File: src/cpurb_pkg.sv
package cpurb_pkg;

	// ==========================================
	// Bus register byte offsets
	localparam logic [7:0] OFS_PROGRAM_COUNTER = 8'h00;
	localparam logic [7:0] OFS_ACCUMULATOR = 8'h04;
	localparam logic [7:0] OFS_TEMPORARY_ACCUMULATOR = 8'h08;
	localparam logic [7:0] OFS_INDEX_REGISTER = 8'h0c;
	localparam logic [7:0] OFS_EXTRA_POINTER = 8'h10;
	localparam logic [7:0] OFS_STACK_POINTER = 8'h14;
	localparam logic [7:0] OFS_STATUS_WORD = 8'h18;
	localparam logic [7:0] OFS_MAP_STATUS = 8'h1c;

	// ==========================================
	// Status word field positions
	localparam int BANK_SELECT_LSB = 11;
	localparam int BANK_SELECT_W = 5;
	localparam int DIRECT_WINDOW_LSB = 8;
	localparam int DIRECT_WINDOW_W = 3;
	localparam int FLAG_H = 7;
	localparam int FLAG_I = 6;
	localparam int FLAG_IL_LSB = 4;
	localparam int FLAG_N = 3;
	localparam int FLAG_Z = 2;
	localparam int FLAG_V = 1;
	localparam int FLAG_C = 0;

	// ==========================================
	// Reset values and address constants
	localparam logic [15:0] RESET_WORD = 16'h0000;
	localparam logic [15:0] RESET_STATUS_WORD = 16'h0030;
	localparam logic [7:0] GEN_AREA_BASE = 8'h01;
	localparam logic [15:0] DIRECT_WINDOW_LOW = 16'h0080;
	localparam logic [15:0] DIRECT_WINDOW_STEP = 16'h0080;

	// ==========================================
	// Types
	typedef enum logic [2:0] {
		SEL_PC, SEL_ACC, SEL_TMP, SEL_IDX, SEL_EP, SEL_SP, SEL_PS
	} cpurb_sel_e;

	typedef enum logic [1:0] {
		OP_ADD, OP_SUB, OP_SHL, OP_SHR
	} cpurb_op_e;

	typedef struct packed {
		logic en;
		cpurb_sel_e sel;
		logic byte_only;
		logic [15:0] data;
	} cpurb_wr_s;

	typedef struct packed {
		logic go;
		cpurb_op_e op;
		logic wide;
		logic [4:0] affect;
	} cpurb_alu_s;

	typedef struct packed {
		logic [15:0] pc;
		logic [15:0] acc;
		logic [15:0] tmp;
		logic [15:0] idx;
		logic [15:0] ep;
		logic [15:0] sp;
		logic [15:0] ps;
	} cpurb_file_s;

endpackage

File: src/cpurb_regs.sv
// Operation
// [RULE_01] Program counter is a 16-bit register addressing the next fetch.
// [RULE_02] Accumulator is 16 bits; byte operations use only its low byte.
// [RULE_03] Temporary accumulator is the second 16-bit operand; byte ops use low byte.
// [RULE_04] Index register is 16 bits, used to modify indexed addresses.
// [RULE_05] Extra pointer is 16 bits holding a memory address for pointer accesses.
// [RULE_06] Stack pointer is 16 bits, marking the current stack location.
// [RULE_07] Status word: bank and window selectors high byte, flags low byte.
// [RULE_08] General address: zeros, one at bit 8, bank bits, low opcode bits.
// [RULE_09] Direct 0x00-0x7F unmapped; 0x80-0xFF moved up 0x80 per window step.
// [RULE_10] Half-carry flag follows carry or borrow between bits 3 and 4.
// [RULE_11] Interrupt enable flag allows interrupts when one; reset clears it.
// [RULE_12] Level mask 0..3; a request needs higher priority than the mask.
// [RULE_13] Negative flag copies the result's most significant bit.
// [RULE_14] Zero flag set for zero result, cleared otherwise.
// [RULE_15] Overflow flag follows two's complement overflow of the result.
// [RULE_16] Carry flag from bit 7 carry or borrow; shifts load shifted-out bit.
// [RULE_17] General registers: eight 8-bit slots per bank, up to 32 banks.
// [RULE_18] Only flags an instruction affects change; all others keep value.
//
// The register offsets and the Avalon-MM slave port were chosen for this implementation.
module cpurb_regs (
	// Clock and reset
	input wire logic core_clk,
	input wire logic rst_n,
	// Avalon-MM slave
	input wire logic [7:0] avs_address,
	input wire logic avs_read,
	input wire logic avs_write,
	input wire logic [31:0] avs_writedata,
	input wire logic [3:0] avs_byteenable,
	output logic [31:0] avs_readdata,
	output logic avs_waitrequest,
	// Core register write port
	input wire cpurb_pkg::cpurb_wr_s core_wr,
	// Arithmetic request on accumulator and temporary
	input wire cpurb_pkg::cpurb_alu_s alu_req,
	// Address generation requests
	input wire logic [2:0] opcode_low,
	input wire logic [15:0] direct_addr,
	// Interrupt request
	input wire logic irq_pending,
	input wire logic [1:0] irq_level,
	// Register file view
	output cpurb_pkg::cpurb_file_s file_out,
	// Generated addresses and interrupt decision
	output logic [15:0] general_addr,
	output logic [15:0] mapped_addr,
	output logic irq_accept
);
	import cpurb_pkg::*;

	// ==========================================
	// Reset synchroniser
	logic rst_meta_q;
	logic rst_sync_n_q;

	// Two flops release reset cleanly
	always_ff @(posedge core_clk or negedge rst_n) begin
		if (!rst_n) begin
			rst_meta_q <= 1'b0;
			rst_sync_n_q <= 1'b0;
		end else begin
			rst_meta_q <= 1'b1;
			rst_sync_n_q <= rst_meta_q;
		end
	end

	// ==========================================
	// State
	typedef struct packed {
		cpurb_file_s f;
		logic [31:0] rdata;
		logic ack;
		logic [15:0] gen_addr;
		logic [15:0] map_addr;
		logic irq_ok;
	} cpurb_state_s;

	cpurb_state_s s_q;
	cpurb_state_s s_d;

	// ==========================================
	// Functions

	// Merge bus write data into a 16-bit register by byte lanes
	function automatic logic [15:0] lane_merge(input logic [15:0] old,
			input logic [31:0] wd, input logic [3:0] be);
		logic [15:0] r;
		r = old;
		if (be[0]) begin
			r[7:0] = wd[7:0];
		end
		if (be[1]) begin
			r[15:8] = wd[15:8];
		end
		return r;
	endfunction

	// Core write: a byte write keeps the upper byte
	function automatic logic [15:0] core_merge(input logic [15:0] old,
			input cpurb_wr_s w);
		logic [15:0] r;
		r = w.byte_only ? {old[15:8], w.data[7:0]} : w.data;
		return r;
	endfunction

	// Direct address remap through the window selector
	function automatic logic [15:0] window_map(input logic [15:0] a,
			input logic [2:0] sel);
		logic [15:0] r;
		r = a;
		if (a[15:7] == 9'h001) begin
			r = a + 16'(sel) * DIRECT_WINDOW_STEP;
		end
		return r;
	endfunction

	// ==========================================
	// Arithmetic and flags
	logic [15:0] op_a;
	logic [15:0] op_b;
	logic [16:0] sum;
	logic [15:0] res;
	logic msb_a;
	logic msb_b;
	logic msb_r;
	logic carry;
	logic half;
	logic ovf;
	logic [7:0] new_flags;

	// Operands; byte mode uses only the low bytes
	always_comb begin
		op_a = alu_req.wide ? s_q.f.acc : {8'h00, s_q.f.acc[7:0]};
		op_b = alu_req.wide ? s_q.f.tmp : {8'h00, s_q.f.tmp[7:0]};
		sum = 17'h00000;
		res = 16'h0000;
		carry = 1'b0;
		case (alu_req.op)
			// [RULE_03] second operand
			OP_ADD: begin
				sum = {1'b0, op_a} + {1'b0, op_b};
				res = sum[15:0];
				carry = alu_req.wide ? sum[16] : sum[8];
			end
			OP_SUB: begin
				sum = {1'b0, op_a} - {1'b0, op_b};
				res = sum[15:0];
				carry = alu_req.wide ? sum[16] : sum[8];
			end
			// [RULE_16] shifted-out bit
			OP_SHL: begin
				res = {op_a[14:0], 1'b0};
				carry = alu_req.wide ? op_a[15] : op_a[7];
			end
			OP_SHR: begin
				res = {1'b0, op_a[15:1]};
				if (!alu_req.wide) begin
					res[7] = 1'b0;
				end
				carry = op_a[0];
			end
			default: begin
				res = op_a;
			end
		endcase
		if (!alu_req.wide) begin
			res[15:8] = 8'h00;
		end
		msb_a = alu_req.wide ? op_a[15] : op_a[7];
		msb_b = alu_req.wide ? op_b[15] : op_b[7];
		msb_r = alu_req.wide ? res[15] : res[7];
		// [RULE_10] bit 3 to 4 carry
		half = op_a[4] ^ op_b[4] ^ res[4];
		// [RULE_15] two's complement overflow
		case (alu_req.op)
			OP_ADD: ovf = (msb_a == msb_b) && (msb_r != msb_a);
			OP_SUB: ovf = (msb_a != msb_b) && (msb_r != msb_a);
			default: ovf = 1'b0;
		endcase
		// [RULE_18] unaffected flags hold
		new_flags = s_q.f.ps[7:0];
		if (alu_req.affect[4]) begin
			new_flags[FLAG_H] = half;
		end
		// [RULE_13] negative copies msb
		if (alu_req.affect[3]) begin
			new_flags[FLAG_N] = msb_r;
		end
		// [RULE_14] zero result
		if (alu_req.affect[2]) begin
			new_flags[FLAG_Z] = alu_req.wide ? (res == 16'h0000) : (res[7:0] == 8'h00);
		end
		if (alu_req.affect[1]) begin
			new_flags[FLAG_V] = ovf;
		end
		// [RULE_16] carry out of bit 7, or bit 15 in wide mode
		if (alu_req.affect[0]) begin
			new_flags[FLAG_C] = carry;
		end
	end

	// ==========================================
	// Next state
	logic bus_req;
	logic bus_wr;
	logic [2:0] win_sel;
	logic [4:0] bank_sel;
	logic [1:0] il_mask;

	always_comb begin
		s_d = s_q;
		bus_req = (avs_read || avs_write) && !s_q.ack;
		bus_wr = avs_write && !s_q.ack;
		win_sel = s_q.f.ps[DIRECT_WINDOW_LSB +: DIRECT_WINDOW_W];
		bank_sel = s_q.f.ps[BANK_SELECT_LSB +: BANK_SELECT_W];
		il_mask = s_q.f.ps[FLAG_IL_LSB +: 2];

		// Core writes
		if (core_wr.en) begin
			case (core_wr.sel)
				// [RULE_01] program counter
				SEL_PC: s_d.f.pc = core_merge(s_q.f.pc, core_wr);
				// [RULE_02] accumulator, byte keeps upper
				SEL_ACC: s_d.f.acc = core_merge(s_q.f.acc, core_wr);
				SEL_TMP: s_d.f.tmp = core_merge(s_q.f.tmp, core_wr);
				// [RULE_04] index register
				SEL_IDX: s_d.f.idx = core_merge(s_q.f.idx, core_wr);
				// [RULE_05] extra pointer
				SEL_EP: s_d.f.ep = core_merge(s_q.f.ep, core_wr);
				// [RULE_06] stack pointer
				SEL_SP: s_d.f.sp = core_merge(s_q.f.sp, core_wr);
				// [RULE_07] selectors and flags
				SEL_PS: s_d.f.ps = core_merge(s_q.f.ps, core_wr);
				default: s_d.f = s_q.f;
			endcase
		end

		// Arithmetic result into accumulator; byte ops keep upper byte
		if (alu_req.go) begin
			// [RULE_02] low byte only
			s_d.f.acc = alu_req.wide ? res : {s_q.f.acc[15:8], res[7:0]};
			s_d.f.ps[7:0] = new_flags;
		end

		// Bus writes win over core on the same register
		if (bus_wr) begin
			case (avs_address)
				OFS_PROGRAM_COUNTER: s_d.f.pc = lane_merge(s_q.f.pc, avs_writedata, avs_byteenable);
				OFS_ACCUMULATOR: s_d.f.acc = lane_merge(s_q.f.acc, avs_writedata, avs_byteenable);
				OFS_TEMPORARY_ACCUMULATOR: s_d.f.tmp = lane_merge(s_q.f.tmp, avs_writedata,
					avs_byteenable);
				OFS_INDEX_REGISTER: s_d.f.idx = lane_merge(s_q.f.idx, avs_writedata, avs_byteenable);
				OFS_EXTRA_POINTER: s_d.f.ep = lane_merge(s_q.f.ep, avs_writedata, avs_byteenable);
				OFS_STACK_POINTER: s_d.f.sp = lane_merge(s_q.f.sp, avs_writedata, avs_byteenable);
				OFS_STATUS_WORD: s_d.f.ps = lane_merge(s_q.f.ps, avs_writedata, avs_byteenable);
				default: s_d.f = s_d.f;
			endcase
		end

		// Read data captured with the acknowledge
		s_d.rdata = 32'h00000000;
		if (bus_req && avs_read) begin
			case (avs_address)
				OFS_PROGRAM_COUNTER: s_d.rdata = {16'h0000, s_q.f.pc};
				OFS_ACCUMULATOR: s_d.rdata = {16'h0000, s_q.f.acc};
				OFS_TEMPORARY_ACCUMULATOR: s_d.rdata = {16'h0000, s_q.f.tmp};
				OFS_INDEX_REGISTER: s_d.rdata = {16'h0000, s_q.f.idx};
				OFS_EXTRA_POINTER: s_d.rdata = {16'h0000, s_q.f.ep};
				OFS_STACK_POINTER: s_d.rdata = {16'h0000, s_q.f.sp};
				OFS_STATUS_WORD: s_d.rdata = {16'h0000, s_q.f.ps};
				OFS_MAP_STATUS: s_d.rdata = {s_q.map_addr, s_q.gen_addr};
				default: s_d.rdata = 32'h00000000;
			endcase
		end
		s_d.ack = bus_req;

		// [RULE_08] general register address
		// [RULE_17] bank of eight byte slots
		s_d.gen_addr = {GEN_AREA_BASE, bank_sel, opcode_low};
		// [RULE_09] direct window remap
		s_d.map_addr = window_map(direct_addr, win_sel);
		// [RULE_11] enable flag gates requests
		// [RULE_12] level must beat the mask
		s_d.irq_ok = irq_pending && s_q.f.ps[FLAG_I] && (irq_level < il_mask);
	end

	// ==========================================
	// State register
	always_ff @(posedge core_clk or negedge rst_sync_n_q) begin
		if (!rst_sync_n_q) begin
			s_q.f.pc <= RESET_WORD;
			s_q.f.acc <= RESET_WORD;
			s_q.f.tmp <= RESET_WORD;
			s_q.f.idx <= RESET_WORD;
			s_q.f.ep <= RESET_WORD;
			s_q.f.sp <= RESET_WORD;
			// [RULE_11] reset clears enable
			s_q.f.ps <= RESET_STATUS_WORD;
			s_q.rdata <= 32'h00000000;
			s_q.ack <= 1'b0;
			s_q.gen_addr <= RESET_WORD;
			s_q.map_addr <= RESET_WORD;
			s_q.irq_ok <= 1'b0;
		end else begin
			s_q <= s_d;
		end
	end

	// ==========================================
	// Outputs straight from flops
	assign avs_readdata = s_q.rdata;
	assign avs_waitrequest = !s_q.ack; // Low for exactly the acknowledge cycle
	assign file_out = s_q.f;
	assign general_addr = s_q.gen_addr;
	assign mapped_addr = s_q.map_addr;
	assign irq_accept = s_q.irq_ok;

endmodule

File: config.mk
export PLATFORM = sky130hd
export DESIGN_NAME = cpurb_regs
export DESIGN_NICKNAME = d
export VERILOG_FILES = /design/src/cpurb_pkg.sv /design/src/cpurb_regs.sv
export SDC_FILE = /design/constraint.sdc
export NUM_CORES = 1
export LEC_CHECK = 0
export ABC_AREA = 1
export BUFFER_PORTS_ARGS = -buffer_cell sky130_fd_sc_hd__buf_2
export CAP_MARGIN = 15
export CELL_PAD_IN_SITES_DETAIL_PLACEMENT = 0
export CELL_PAD_IN_SITES_GLOBAL_PLACEMENT = 2
export CORE_ASPECT_RATIO = 1.5
export CORE_UTILIZATION = 34
export DETAILED_ROUTE_END_ITERATION = 8
export HOLD_SLACK_MARGIN = 0.03
export PLACE_DENSITY = 0.95
export SYNTH_ARGS = -nofsm -noshare
export SYNTH_HDL_FRONTEND = slang
export SYNTH_SLANG_ARGS = --single-unit
File: constraint.sdc
create_clock -name core_clk -period 8.6 [get_ports core_clk]
set_clock_uncertainty 0.2 [all_clocks]
set_input_delay 1.72 -clock core_clk [delete_from_list [all_inputs] [get_ports core_clk]]
set_output_delay 1.72 -clock core_clk [all_outputs]
set_load 0.05 [all_outputs]
## Yosys cells after proc, flatten, opt, wreduce, memory -nomap -nowiden

Index checks and enable logic that the tools add are counted.
Widths: inputs -> output; s select.

- Word-level logic and storage cells: 124
- Bits in registers: 173

- $add $sub $neg: 3
- Bitwise logic cells: 2
- Multiplexer cells: 49
- Equality and inequality tests: 34
- Magnitude comparators: 1
- Reduce and logical (&&, ||, !) cells: 14

Operators by type and width:

| cell | number |
|---|---|
| $mux 16 | 26 |
| $pmux 32 s8 | 1 |
| $mux 112 | 2 |
| $pmux 16 s4 | 1 |
| $ne 3x3->1 const B | 14 |
| $eq 8x5->1 const B | 4 |
| $mux 32 | 1 |
| $mux 8 | 4 |
| $add 16x16->17 | 1 |
| $sub 16x16->17 | 1 |
| $add 16x10->16 | 1 |
| $eq 8x4->1 const B | 2 |
| $logic_not 16->1 | 1 |
| $logic_not 8->1 | 2 |
| $mux 1 | 12 |
| $eq 3x3->1 const B | 3 |
| $eq 9x1->1 const B | 1 |
| $eq 8x3->1 const B | 1 |
| $logic_and 1x1->1 | 7 |
| $eq 3x2->1 const B | 2 |
| $eq 2x2->1 const B | 2 |
| $pmux 1 s4 | 1 |
| $eq 3x1->1 const B | 1 |
| $logic_not 3->1 | 1 |
| 9 further kinds | 11 |

## Depth between registers and ports, before layout

- Depth after elaboration: 12
- Mapped depth: 26

## Worst setup path after synthesis

OpenSTA, ideal clock, no wires.

- Path type: input-to-reg
- From: input port alu_req[5] in the netlist's numbering
- To: register s_q, in the netlist file_out[3]
- Setup time: 123 ps
- Arrival time: 4221 ps
- Slack: 4055 ps
- Data required time: 8277 ps
- Stages: 21
- Cell sequence: buf_6 > buf_2 > buf_2 > clkbuf_1 > nand2_1 > ha_1 > buf_2 > inv_1 > nand2_1 > nor3_1 > nand3_1 > nand3_1 > nand2_1 > nand3_1 > nand3_1 > nand2_2 > nand2_1 > o21ai_1 > nand3_1 > o21ai_1 > o21ai_1

- Word-level cells in the longest chain between the ends: 9

Ends and longest elaborated chain:

| item | RTL line | RTL |
|---|---|---|
| from (decl) | cpurb_regs.sv:37 | `input wire cpurb_pkg::cpurb_alu_s alu_req,` |
| $mux 16, on equally long branches | cpurb_regs.sv:135, cpurb_regs.sv:136 |  |
| $sub 16x16->17 or $add 16x16->17 (tied branches) | cpurb_regs.sv:148, cpurb_regs.sv:143 |  |
| $pmux 16 s4 | cpurb_regs.sv:140 | `case (alu_req.op)` |
| $mux 8 | cpurb_regs.sv:168 | `if (!alu_req.wide) begin` |
| $mux 1 (*) | cpurb_regs.sv:173 | `msb_r = alu_req.wide ? res[15] : res[7];` |
| $mux 1 (*) | cpurb_regs.sv:188 | `if (alu_req.affect[3]) begin` |
| $mux 8 (*) | cpurb_regs.sv:241 | `if (alu_req.go) begin` |
| $mux 16 | cpurb_regs.sv:249 | `case (avs_address)` |
| $mux 112 (*) | cpurb_regs.sv:248 | `if (bus_wr) begin` |
| to (decl) | cpurb_regs.sv:80 | `cpurb_state_s s_q;` |

Mark *: on every way between the ends. The rest lies on a longest branch, timed or not.
A chain may end at the register's enable or synchronous reset.

## Worst setup path in the final report

- From: input port avs_address[7]
- To: register s_q, in the netlist file_out[15]

- Word-level cells in the longest chain between the ends: 3

Ends and longest elaborated chain:

| item | RTL line | RTL |
|---|---|---|
| from (decl) | cpurb_regs.sv:27 | `input wire logic [7:0] avs_address,` |
| $eq 8x5->1 (*) | cpurb_regs.sv:249 |  |
| $mux 16 | cpurb_regs.sv:249 |  |
| $mux 112 | cpurb_regs.sv:248 |  |

Marked as above.

==> results.json <==
{
  "status": "finished, final reports clean",
  "synth_compound_area_share_pct": 20.4,
  "dp_hpwl_mm": 42.1,
  "p_leak_nw": 6.85,
  "fin_tns_setup_ns": 0,
  "synth_edf_count": 0,
  "finalSetupViolations": 0,
  "netlist_top_cells_count": "nand2_1 (386), inv_1 (239), buf_4 (176)",
  "yosysWarnings": 0,
  "die_y_um": 242,
  "dr.pass1.iters": 5,
  "critPathRequiredTime_ns": 8.72,
  "diodes": 0,
  "syn_area_um2": 13100,
  "finalNetCount": 1983,
  "drcViolationCount": 0,
  "fmax_mhz": 211,
  "drive_gt1_share_pct": 18.1,
  "path_max_fanout": 29,
  "n_fill_cell": 4057,
  "grt_overflow": 0,
  "wl_mm": 52.7,
  "vias_per_cell": 5.45,
  "hold_violations": 0,
  "post-route-period-util_pct": 55.1,
  "peakVddDrop_v": 0.000194,
  "ios": 278,
  "coreArea_um2": 37800,
  "grt_pass1_vias": 12600,
  "synth_area_leaders": "dfrtp_1 (33%), nand2_1 (11%), buf_4 (10%)",
  "rsz0062_at_grt": "no",
  "cts_resized": 0,
  "cts.sinks": 173,
  "clockBufferDepth": 2,
  "num_vias": 12800,
  "synth_adder_area_share_pct": 3.90,
  "post-synth-top-count-cell": "nand2_1",
  "clk_latency_ns": 0.46,
  "r2r-end": "file_out[2]",
  "cp-end-kind": "flip-flop",
  "cts_tree": "done",
  "yosys.area_share.xor_xnor_pct": 0.201,
  "synth_top_flop_cell": "dfrtp_1",
  "worst_ep_arrival_time_ns": 4.86,
  "post-cts-setup-buffers": 0,
  "reg2regPathDepth": 22,
  "relSlewSlack_pct": 30.7,
  "grt_max_degree": 77,
  "syn_area_per_cell_um2": 7.24,
  "cts_buffers": 17,
  "holdWs_ns": 0.142,
  "die_w_um": 162,
  "area_growth_pct": 6.85,
  "drt_iter0_drc": 1010,
  "fin_crit_ns": 4.74,
  "clk_pin_slew_ns": 0.06,
  "cap_violations": 0,
  "maxSlewViolCount": 0,
  "cts_hold_buf": 0,
  "critPathKind": "input pin to flip-flop",
  "drtAntennaViolNets": 0,
  "track_usage_pct": 26.9,
  "dieArea_um2": 39300,
  "grt_pass1_wl_mm": 78.2,
  "async_flop_share_pct": 100,
  "syn_inst": 1807,
  "wire_per_inst_um": 22.5,
  "synth_simple_gate_area_share_pct": 22.5,
  "cts-root-buf": "clkbuf_16",
  "power_density_nw_per_um2": 251,
  "worst_pin_slew_ns": 1.04,
  "synthMuxAreaShare_pct": 0.0861,
  "start_util_pct": 34.6,
  "hold_path.class": "flip-flop to async pin",
  "r2r_start": "file_out[80]",
  "synth_seq_area_share_pct": 33.1,
  "std_cell_rows": 87,
  "synth_top_family_by_area": "simple AND/OR/NAND/NOR gates",
  "multi_input_area_um2": 6190,
  "yosysTopAreaCell": "dfrtp_1",
  "timing.reg2reg.setup_slack_ns": 5.21,
  "gp_congestion": 0.974,
  "synth-seq-cells": 173,
  "synthDominantCellAreaShare_pct": 32.7,
  "seq_area_um2": 4340,
  "antenna_found_initial": 3,
  "port-buffer-count": 252,
  "ys_types": 54,
  "setup.worst_path.start_class": "input pin",
  "htreeDepth": 4
}
==> registers in the layout (all words and copies together) (netlist names) <==
| name | flops |
|---|---|
| file_out | 112 |
| rst_meta_q | 1 |
| s_q | 1 |
| avs_readdata | 32 |
| rst_sync_n_q | 1 |
| mapped_addr | 16 |
| irq_accept | 1 |
| general_addr | 9 |
==> metal layers <==
layer  global-route usage [%]  routed length (um)  up-vias
met1                     30.2               19800     6138
met4                     13.6                2580        6
met3                     4.73                3160      121
met2                     47.9               27100      565
li1                         -                   -     5967
met5                        0                  40        -
==> cell usage in the layout, fill, tap and decap left out, types with 3 or more instances in the layout <==
| cell | synthesis | final |
|---|---|---|
| inv_2 | 11 | 11 |
| ha_1 | 36 | 36 |
| o21ai_0 | 126 | 126 |
| clkbuf_16 | 0 | 17 |
| o211ai_1 | 75 | 75 |
| nor3_1 | 12 | 12 |
| o22ai_1 | 32 | 32 |
| nor2_2 | 14 | 14 |
| buf_2 | 21 | 252 |
| buf_4 | 176 | 8 |
| inv_1 | 239 | 239 |
| dfrtp_1 | 171 | 170 |
| o2111ai_1 | 7 | 7 |
| a21oi_1 | 61 | 61 |
| a211oi_1 | 4 | 4 |
| o21bai_1 | 3 | 3 |
| a41oi_1 | 3 | 3 |
| nor3b_1 | 16 | 16 |
| nand2_1 | 386 | 386 |
| a221oi_1 | 13 | 13 |
| o221ai_1 | 59 | 59 |
| fa_1 | 3 | 3 |
| nand4_1 | 12 | 12 |
| clkinv_4 | 0 | 5 |
| nor4_1 | 6 | 6 |
| nor2_1 | 113 | 113 |
| conb_1 | 2 | 9 |
| nand3_1 | 103 | 103 |
| nand2_2 | 5 | 5 |
| nor2_4 | 4 | 4 |
| o21ai_1 | 4 | 4 |
| a21o_1 | 3 | 3 |
| a22oi_1 | 9 | 9 |
==> layout make-up <==
class / instances / share of cell area, %
Clock inverter: 11 / 0.779
Multi-Input combinational cell: 1141 / 44.3
Timing Repair Buffer: 260 / 9.46
Clock buffer: 21 / 3.30
Tap cell: 489 / 4.38
Inverter: 251 / 6.74
Sequential cell: 173 / 31.0
==> through the flow <==
stage	setup slack, ns	total power (W)	cell area (um^2)	utilization, %	std cells
finish	3.86	0.00350	14000	37.0	2346
global route	3.42	0.00368	14000	37.0	2346
CTS	3.87	0.00351	14000	37.0	2346
detailed placement	3.40	0.00273	13400	35.5	2314
global placement	3.38	0.00272	13400	35.5	2314
floorplan	3.23	0.00243	13100	-	1814
==> report_power, final <==
| part | leakage, nW | internal (W) | switching (W) |
|---|---|---|---|
| clock network | 0.278 | 0.000417 | 0.000356 |
| logic | 4.46 | 0.000403 | 0.00118 |
| registers | 2.11 | 0.000948 | 0.000197 |
==> cell families after synthesis <==
logic type / count (synthesis)
simple gates: 680
buf+inv: 500
compound gates: 409
flops: 173
fa+ha+maj: 39
xor+xnor: 3
other cells: 2
mux: 1
==> worst max-delay path: stages <==
cell and delay, ns:
buf_2 0.09, nor2_1 0.09, inv_1 0.04, nor2_1 0.15
inv_2 0.06, nor2_2 0.35, inv_1 0.15, nor2_2 0.54
inv_1 0.46, nor2_2 0.26, inv_1 0.44, o221ai_1 0.35
o21ai_0 0.14
==> how the worst max path moves through the flow <==
stage / start / to / slack (ns) / cells after the start
2_1_floorplan: rst_sync_n_q / avs_readdata[0] / 3.23 / 0
3_3_place_gp: alu_req[5] / file_out[2] / 3.38 / 21
3_5_place_dp: avs_address[7] / file_out[15] / 3.40 / 13
4_1_cts: avs_address[7] / file_out[15] / 3.87 / 13
5_1_grt: avs_address[7] / file_out[10] / 3.42 / 13
6_report: avs_address[7] / file_out[15] / 3.86 / 13
Power figures use the tool's default switching activity.
